$ cat src/logic/switch_control_pkg.sv
package switch_control_pkg;

  // ----------------------------------------------------------------
  // register map
  // ----------------------------------------------------------------
  localparam int ADDR_W = 12;
  localparam logic [11:0] SWITCH_CONTROL_OFFSET = 12'h404;

  // ----------------------------------------------------------------
  // field positions
  // ----------------------------------------------------------------
  localparam int HOT_RESET_TRIGGER_BIT = 1;
  localparam int RESET_HALT_BIT = 2;
  localparam int REGISTER_UNLOCK_BIT = 3;
  localparam int POWER_BUDGET_UNLOCK_BIT = 4;
  localparam int NO_LINKDOWN_HOT_RESET_BIT = 5;
  localparam int SKIP_EEPROM_ON_HOT_RESET_BIT = 6;
  localparam int RELAXED_ORDER_OFF_BIT = 7;
  localparam int PEER_ROUTING_OFF_BIT = 8;

  // ----------------------------------------------------------------
  // reset values
  // ----------------------------------------------------------------
  localparam logic RESET_HALT_RST = 1'h0;
  localparam logic REGISTER_UNLOCK_RST = 1'h0;
  localparam logic POWER_BUDGET_UNLOCK_RST = 1'h0;
  localparam logic NO_LINKDOWN_HOT_RESET_RST = 1'h0;
  localparam logic SKIP_EEPROM_ON_HOT_RESET_RST = 1'h0;
  localparam logic RELAXED_ORDER_OFF_RST = 1'h0;
  localparam logic PEER_ROUTING_OFF_RST = 1'h0;
  localparam logic [31:0] READ_ZERO = 32'h0000_0000;

  // ----------------------------------------------------------------
  // types
  // ----------------------------------------------------------------
  typedef enum logic [1:0] {
    TRIG_IDLE,
    TRIG_COMPLETE,
    TRIG_FIRE
  } trig_state_t;

  typedef struct packed {
    logic valid;
    logic write;
    logic [11:0] addr;
    logic [31:0] wdata;
  } reg_req_t;

  typedef struct packed {
    logic valid;
    logic [31:0] rdata;
  } reg_cpl_t;

  typedef struct packed {
    logic reset_halt;
    logic register_unlock;
    logic power_budget_unlock;
    logic no_linkdown_hot_reset;
    logic skip_eeprom_on_hot_reset;
    logic relaxed_order_off;
    logic peer_routing_off;
  } ctl_t;

  typedef struct packed {
    ctl_t ctl;
    trig_state_t trig;
    reg_cpl_t cpl;
    logic dl_down_seen;
    logic hot_reset;
    logic link_retrain;
  } state_t;

endpackage : switch_control_pkg

$ cat src/logic/switch_control_bits.sv
// Notes on behaviour
// - writing one to bit 1 starts hot reset plus upstream link retrain
// - hot reset trigger ignores zero writes and always reads zero
// - completion for the triggering write goes out before reset fires
// - reset halt bit holds all logic but the SMBus side in reset
// - reset halt loads from pin in reset or from EEPROM, else fixed
// - unlock bit set lets lock-protected fields update, else read-only
// - unlock resets to zero but is set during every reset operation
// - power budget unlock, itself lock-protected, opens budget registers
// - bit 5 suppresses hot reset from upstream link entering DL_Down
// - bit 6 skips the EEPROM load step of the hot reset sequence
// - bit 7 turns off relaxed ordering, forcing strict order
// - bit 8 makes non-upstream downstream traffic unsupported requests
// - sticky fields keep their values through a hot reset
`timescale 1ns/1ps
module switch_control_bits
(
  // clock and fundamental reset
  input wire logic clk_in,
  input wire logic rst_n_in,
  // register requests from config path or slave SMBus
  input wire switch_control_pkg::reg_req_t req_in,
  // reset operation status from the reset sequencer
  input wire logic reset_active_in,
  input wire logic eeprom_init_in,
  input wire logic reset_halt_pin_in,
  // hot reset causes from the upstream link
  input wire logic upstream_dl_down_in,
  input wire logic link_hot_reset_in,
  // register completion
  output switch_control_pkg::reg_cpl_t cpl_out,
  // hot reset requests to the reset sequencer
  output logic hot_reset_out,
  output logic link_retrain_out,
  // control levels to the rest of the switch
  output logic core_reset_halt_out,
  output logic lock_write_enable_out,
  output logic power_budget_write_enable_out,
  output logic skip_eeprom_on_hot_reset_out,
  output logic relaxed_order_off_out,
  output logic peer_routing_off_out
);

  // ----------------------------------------------------------------
  // helpers
  // ----------------------------------------------------------------
  function automatic logic hits_ctl(input switch_control_pkg::reg_req_t r);
    hits_ctl = r.valid && (r.addr == switch_control_pkg::SWITCH_CONTROL_OFFSET);
  endfunction : hits_ctl

  function automatic logic [31:0] pack_ctl(input switch_control_pkg::ctl_t c);
    logic [31:0] v;
    v = switch_control_pkg::READ_ZERO;
    v[switch_control_pkg::RESET_HALT_BIT] = c.reset_halt;
    v[switch_control_pkg::REGISTER_UNLOCK_BIT] = c.register_unlock;
    v[switch_control_pkg::POWER_BUDGET_UNLOCK_BIT] = c.power_budget_unlock;
    v[switch_control_pkg::NO_LINKDOWN_HOT_RESET_BIT] =
      c.no_linkdown_hot_reset;
    v[switch_control_pkg::SKIP_EEPROM_ON_HOT_RESET_BIT] =
      c.skip_eeprom_on_hot_reset;
    v[switch_control_pkg::RELAXED_ORDER_OFF_BIT] = c.relaxed_order_off;
    v[switch_control_pkg::PEER_ROUTING_OFF_BIT] = c.peer_routing_off;
    pack_ctl = v;
  endfunction : pack_ctl

  switch_control_pkg::state_t st;
  switch_control_pkg::state_t next_st;
  logic ctl_wr;
  logic trig_wr;
  logic dl_down_edge;
  logic no_ld_bit;

  // mask bit copy, read by the link-down check below
  assign no_ld_bit = st.ctl.no_linkdown_hot_reset;
  assign ctl_wr = hits_ctl(req_in) && req_in.write;
  // trigger only on a one, a zero write does nothing
  assign trig_wr = ctl_wr &&
    req_in.wdata[switch_control_pkg::HOT_RESET_TRIGGER_BIT];
  assign dl_down_edge = upstream_dl_down_in && !st.dl_down_seen;

  // ----------------------------------------------------------------
  // next state
  // ----------------------------------------------------------------
  // no hot reset input ever touches ctl: rst_n_in clears it, reset_active_in reloads halt and unlock
  always_comb
  begin
    next_st = st;
    next_st.cpl.valid = 1'b0;
    next_st.hot_reset = 1'b0;
    next_st.link_retrain = 1'b0;
    next_st.dl_down_seen = upstream_dl_down_in;
    // every request completes, unmapped reads return zero
    if (req_in.valid)
    begin
      next_st.cpl.valid = 1'b1;
      next_st.cpl.rdata = hits_ctl(req_in) ? pack_ctl(st.ctl)
                        : switch_control_pkg::READ_ZERO;
    end
    if (ctl_wr)
    begin
      // halt bit only writable while EEPROM init runs
      if (eeprom_init_in)
        next_st.ctl.reset_halt =
          req_in.wdata[switch_control_pkg::RESET_HALT_BIT];
      next_st.ctl.register_unlock =
        req_in.wdata[switch_control_pkg::REGISTER_UNLOCK_BIT];
      // lock-protected field, dropped silently when locked
      if (st.ctl.register_unlock)
        next_st.ctl.power_budget_unlock =
          req_in.wdata[switch_control_pkg::POWER_BUDGET_UNLOCK_BIT];
      next_st.ctl.no_linkdown_hot_reset =
        req_in.wdata[switch_control_pkg::NO_LINKDOWN_HOT_RESET_BIT];
      next_st.ctl.skip_eeprom_on_hot_reset =
        req_in.wdata[switch_control_pkg::SKIP_EEPROM_ON_HOT_RESET_BIT];
      next_st.ctl.relaxed_order_off =
        req_in.wdata[switch_control_pkg::RELAXED_ORDER_OFF_BIT];
      next_st.ctl.peer_routing_off =
        req_in.wdata[switch_control_pkg::PEER_ROUTING_OFF_BIT];
    end
    // reset operation wins over a write in the same cycle
    if (reset_active_in)
    begin
      next_st.ctl.reset_halt = reset_halt_pin_in;
      next_st.ctl.register_unlock = 1'b1;
    end
    // write trigger: completion first, then reset with retrain
    case (st.trig)
      switch_control_pkg::TRIG_IDLE:
        if (trig_wr)
          next_st.trig = switch_control_pkg::TRIG_COMPLETE;
      switch_control_pkg::TRIG_COMPLETE:
        next_st.trig = switch_control_pkg::TRIG_FIRE;
      switch_control_pkg::TRIG_FIRE:
      begin
        next_st.trig = switch_control_pkg::TRIG_IDLE;
        next_st.hot_reset = 1'b1;
        next_st.link_retrain = 1'b1;
      end
      default:
        next_st.trig = switch_control_pkg::TRIG_IDLE;
    endcase
    // link causes; only the DL_Down one can be masked
    if (link_hot_reset_in)
      next_st.hot_reset = 1'b1;
    if (dl_down_edge && !st.ctl.no_linkdown_hot_reset)
      next_st.hot_reset = 1'b1;
  end

  // ----------------------------------------------------------------
  // state register
  // ----------------------------------------------------------------
  always_ff @(posedge clk_in or negedge rst_n_in)
  begin
    if (!rst_n_in)
    begin
      st.ctl.reset_halt <= switch_control_pkg::RESET_HALT_RST;
      st.ctl.register_unlock <= switch_control_pkg::REGISTER_UNLOCK_RST;
      st.ctl.power_budget_unlock <=
        switch_control_pkg::POWER_BUDGET_UNLOCK_RST;
      st.ctl.no_linkdown_hot_reset <=
        switch_control_pkg::NO_LINKDOWN_HOT_RESET_RST;
      st.ctl.skip_eeprom_on_hot_reset <=
        switch_control_pkg::SKIP_EEPROM_ON_HOT_RESET_RST;
      st.ctl.relaxed_order_off <= switch_control_pkg::RELAXED_ORDER_OFF_RST;
      st.ctl.peer_routing_off <= switch_control_pkg::PEER_ROUTING_OFF_RST;
      st.trig <= switch_control_pkg::TRIG_IDLE;
      st.cpl <= '0;
      st.dl_down_seen <= 1'b0;
      st.hot_reset <= 1'b0;
      st.link_retrain <= 1'b0;
    end
    else
      st <= next_st;
  end

  // ----------------------------------------------------------------
  // outputs, all straight from flops
  // ----------------------------------------------------------------
  assign cpl_out = st.cpl;
  assign hot_reset_out = st.hot_reset;
  assign link_retrain_out = st.link_retrain;
  assign core_reset_halt_out = st.ctl.reset_halt;
  assign lock_write_enable_out = st.ctl.register_unlock;
  assign power_budget_write_enable_out =
    st.ctl.power_budget_unlock;
  assign skip_eeprom_on_hot_reset_out =
    st.ctl.skip_eeprom_on_hot_reset;
  assign relaxed_order_off_out = st.ctl.relaxed_order_off;
  assign peer_routing_off_out = st.ctl.peer_routing_off;
endmodule : switch_control_bits

$ cat config.mk
export PLATFORM = sky130hd
export DESIGN_NAME = switch_control_bits
export DESIGN_NICKNAME = d
export VERILOG_FILES = /design/src/logic/switch_control_pkg.sv /design/src/logic/switch_control_bits.sv
export SDC_FILE = /design/constraint.sdc
export NUM_CORES = 1
export LEC_CHECK = 0
export ABC_AREA = 1
export BUFFER_PORTS_ARGS = -buffer_cell sky130_fd_sc_hd__buf_2
export CORE_ASPECT_RATIO = 0.8
export CORE_UTILIZATION = 41
export DETAILED_ROUTE_END_ITERATION = 16
export PLACE_DENSITY = 0.86
export SLEW_MARGIN = 20
export SYNTH_ARGS = -nofsm -noshare
export SYNTH_HDL_FRONTEND = slang
export SYNTH_SLANG_ARGS = --single-unit
$ cat constraint.sdc
create_clock -name clk_in -period 1.4 [get_ports clk_in]
set_clock_uncertainty 0.15 [all_clocks]
set_input_delay 0.07 -clock clk_in [delete_from_list [all_inputs] [get_ports clk_in]]
set_output_delay 0.07 -clock clk_in [all_outputs]
set_load 0.005 [all_outputs]
==> summary.md <==
| Metric | Value |
|---|---|
| Final slew viol count | 0 |
| Crit-path cells | dlygate4sd3_1 -> buf_2 -> nand3_1 -> dlygate4sd3_1 -> nand2_1 |
| WL/cell | 9.911 µm |
| Power per cell area | 795.0 nW/µm² |
| Failing checks | hold timing |
| Peak VDD IR | 0.4188 mV |
| Num CTS Buffers | 3 |
| Period utilization | 95.65% |
| Initial antenna violation count | 0 |
| Row count | 16 |
| Synth cell types | 15 |
| WP depth | 5 |
| Crit path arrival time | 1.38 ns |
| Cell count of the worst reg-to-reg path | 4 |
| Final ANT Viol Nets | 0 |
| Setup repair after global routing missed its margin | no |
| Seq/Total Area, Yosys | 43.53% |
| Layout Cells excl Fill | 236 |
| Most common cell after layout, fill and taps aside | buf_2 |
| Drt first-iter violations | 10 |
| Routed vias | 962 |
| Total GRT Usage | between 10% and 20% |
| Port Buffers | 44 |
| H-Tree Level Count | 1 |
| Reg2reg setup slack | 0.45 ns |
| Sum Neg Setup Slack | 0 ns |
| CP top delay family | buffers and inverters |
| Cell leakage power | 0.0008345 µW |
| CP Capture Point | peer_routing_off_out$_DFFE_PN0P_ |
| Critical path peak fanout | 1 |
| Fin worst setup slack | around 0.06 ns |
| Most frequent cells in the layout | 44 x buf_2, 27 x nand2_1, 25 x conb_1 |
| Worst Setup Path Type | in -> reg |
| RR Endpoint | hot_reset_out$_DFF_PN0_ |
| DR DRC count | 0 |
| CTS tree | built |
| Min-delay worst type | in -> reg |
| Starting density of the core | between 40% and 50% |
| Yosys reg bits | 20 |
| Status | complete, but fails checks |
| Clk_lat worst skew | around 0.29 ns |
| Drt pass-1 iters | 4 |
| Root buffer cell | clkbuf_4 |
| Reg2reg start | st[37]$_DFFE_PN0P_ |
| Slowest stage delay, CP | 0.55 ns |
| Placed Cells | 214 |
| Final setup viols | 0 |
| Post-layout net count | 254 |
| First-pass GRT wire length | 3.843 mm |
| Synthesized area | 1150 µm² |
| Hold Fails Final Rpt | 1 |
| Post-synthesis cell count | 143 |
| GRT overflow | 0 |
| Slowest cell on the critical path | dlygate4sd3_1 |
| Fin util | around 60% |
| Critical path capture point type | register |
| Clk buf depth | 2 |
| Synth-to-Final Area Change | 29.16% |
| Clk sinks | 20 |
| CTS clk-pin slew, worst paths | 0.11 ns |
| Max Clk Rate | 746.8 MHz |
| Buf/Inv on CP | 3 |
| Post-layout min period | 1.339 ns |
| Total Wirelength | 2.339 mm |
| CP dominant cell by count | dlygate4sd3_1 |
| YS warnings | 0 |
| Critical path startpoint | req_in[8] |
| Die ar. | slightly above 3000 µm² |
| Smallest hold slack | -0.03433 ns |
| Ports | 94 |
| Ant diodes | 0 |
| Core Region | about 2500 µm² |
| Pin count of the biggest net entering global routing | 21 |
| Vias in the first global route | roughly 930 |
| # Max-Cap Violations | 0 |
| CP startpoint kind | input pin |
| Gpl congestion | 0.7450 |
| Die width | 61.21 µm |
| Post-DP HPWL | 1.637 mm |
| Mean Syn Cell Area | 8.041 µm² |
| Die Ht | 49.37 µm |
| Pre-CTS setup slack | ~0.17 ns |
| Worst endpoint required time | 1.44 ns |
| Share of cells above drive strength 1 | 28.50% |
| Drt via density | 4.076 |
==> routing by layer <==
layer / up-vias / part of all wire (%) / global-route usage, %
li1: 488 / - / -
met1: 437 / 42 / 19.57
met2: 35 / 52 / 31.34
met3: 2 / 5.0 / 2.122
met4: 0 / 0.81 / 4.545
met5: - / 0 / 0
==> worst min path at each step <==
| stage | start | end | slack, ns | cells past startpoint |
|---|---|---|---|---|
| after floorplan | rst_n_in | core_reset_halt_out$_DFFE_PN0P_ | -0.38 | 0 |
| after global placement | rst_n_in | hot_reset_out$_DFF_PN0_ | -0.13 | 1 |
| after detailed placement | rst_n_in | link_retrain_out$_DFF_PN0_ | -0.13 | 1 |
| after CTS | req_in[44] | power_budget_write_enable_out$_DFFE_PN0P_ | 0.005 | 4 |
| after global routing | req_in[44] | relaxed_order_off_out$_DFFE_PN0P_ | 0.02 | 3 |
| final | req_in[44] | relaxed_order_off_out$_DFFE_PN0P_ | -0.03 | 3 |
==> state kept, by name, summed over array words and instances, names as in the netlist <==
register / cells
cpl_out: 8
st: 3
core_reset_halt_out: 1
hot_reset_out: 1
link_retrain_out: 1
lock_write_enable_out: 1
no_ld_bit: 1
peer_routing_off_out: 1
power_budget_write_enable_out: 1
relaxed_order_off_out: 1
skip_eeprom_on_hot_reset_out: 1
==> metrics by stage <==
stage	total power [µW]	area [µm²]
2_1_floorplan	694.6	1240
4_1_cts	1180	1493
3_3_place_gp	699.4	1250
5_1_grt	1236	1485
6_report	1181	1485
3_5_place_dp	703.0	1250
==> Yosys cell counts <==
cell	instances	area [µm²]
buf_4	33	247.7
nand2_1	27	101.4
inv_1	22	82.58
dfrtp_1	20	500.5
nor2_1	13	48.80
nand3_1	10	50.05
o21ai_0	6	30.03
nand4_1	3	18.77
buf_6	2	22.52
o22ai_1	2	12.51
conb_1	1	3.750
inv_2	1	3.750
nand2_2	1	6.260
nand3_2	1	10.01
nor2_4	1	11.26
==> repair_timing <==
action | 4_1_cts | 5_1_grt
endpoints found under the hold margin | 38 | 0
hold buffers | 19 | 0
setup endpoints to repair | 0 | 4
resized for setup | 0 | 2
buffers inserted | 0 | 1
==> worst min-delay path, cell delays in order <==
cell	delay, ns
buf_2	0.16
nand3_1	0.10
nand2_1	0.05
==> report_power, final <==
| part | internal (µW) | switching [µW] | leakage, µW | total [µW] |
|---|---|---|---|---|
| Combinational | 69.2 | 71.7 | 0.000546 | 141 |
| Sequential | 585 | 2.75 | 0.000260 | 587 |
| Clock | 289 | 164 | 0.0000279 | 453 |
==> cell families after synthesis <==
family / after synthesis / share of synthesized area (%)
buf+inv: 58 / 31.01
simple gates: 56 / 21.44
flops: 20 / 43.53
compound gates: 8 / 3.700
other cells: 1 / 0.3261
==> area by class of cell <==
cell class	instances	area, µm²
Tap cell	36	45.04
Fill cell	233	1057
Timing Repair Buffer	64	412.9
Inverter	23	86.33
Multi-Input combinational cell	89	387.9
Clock inverter	1	30.03
Sequential cell	20	500.5
Clock buffer	3	22.52
No activity file was read; power rests on OpenSTA's default activity.
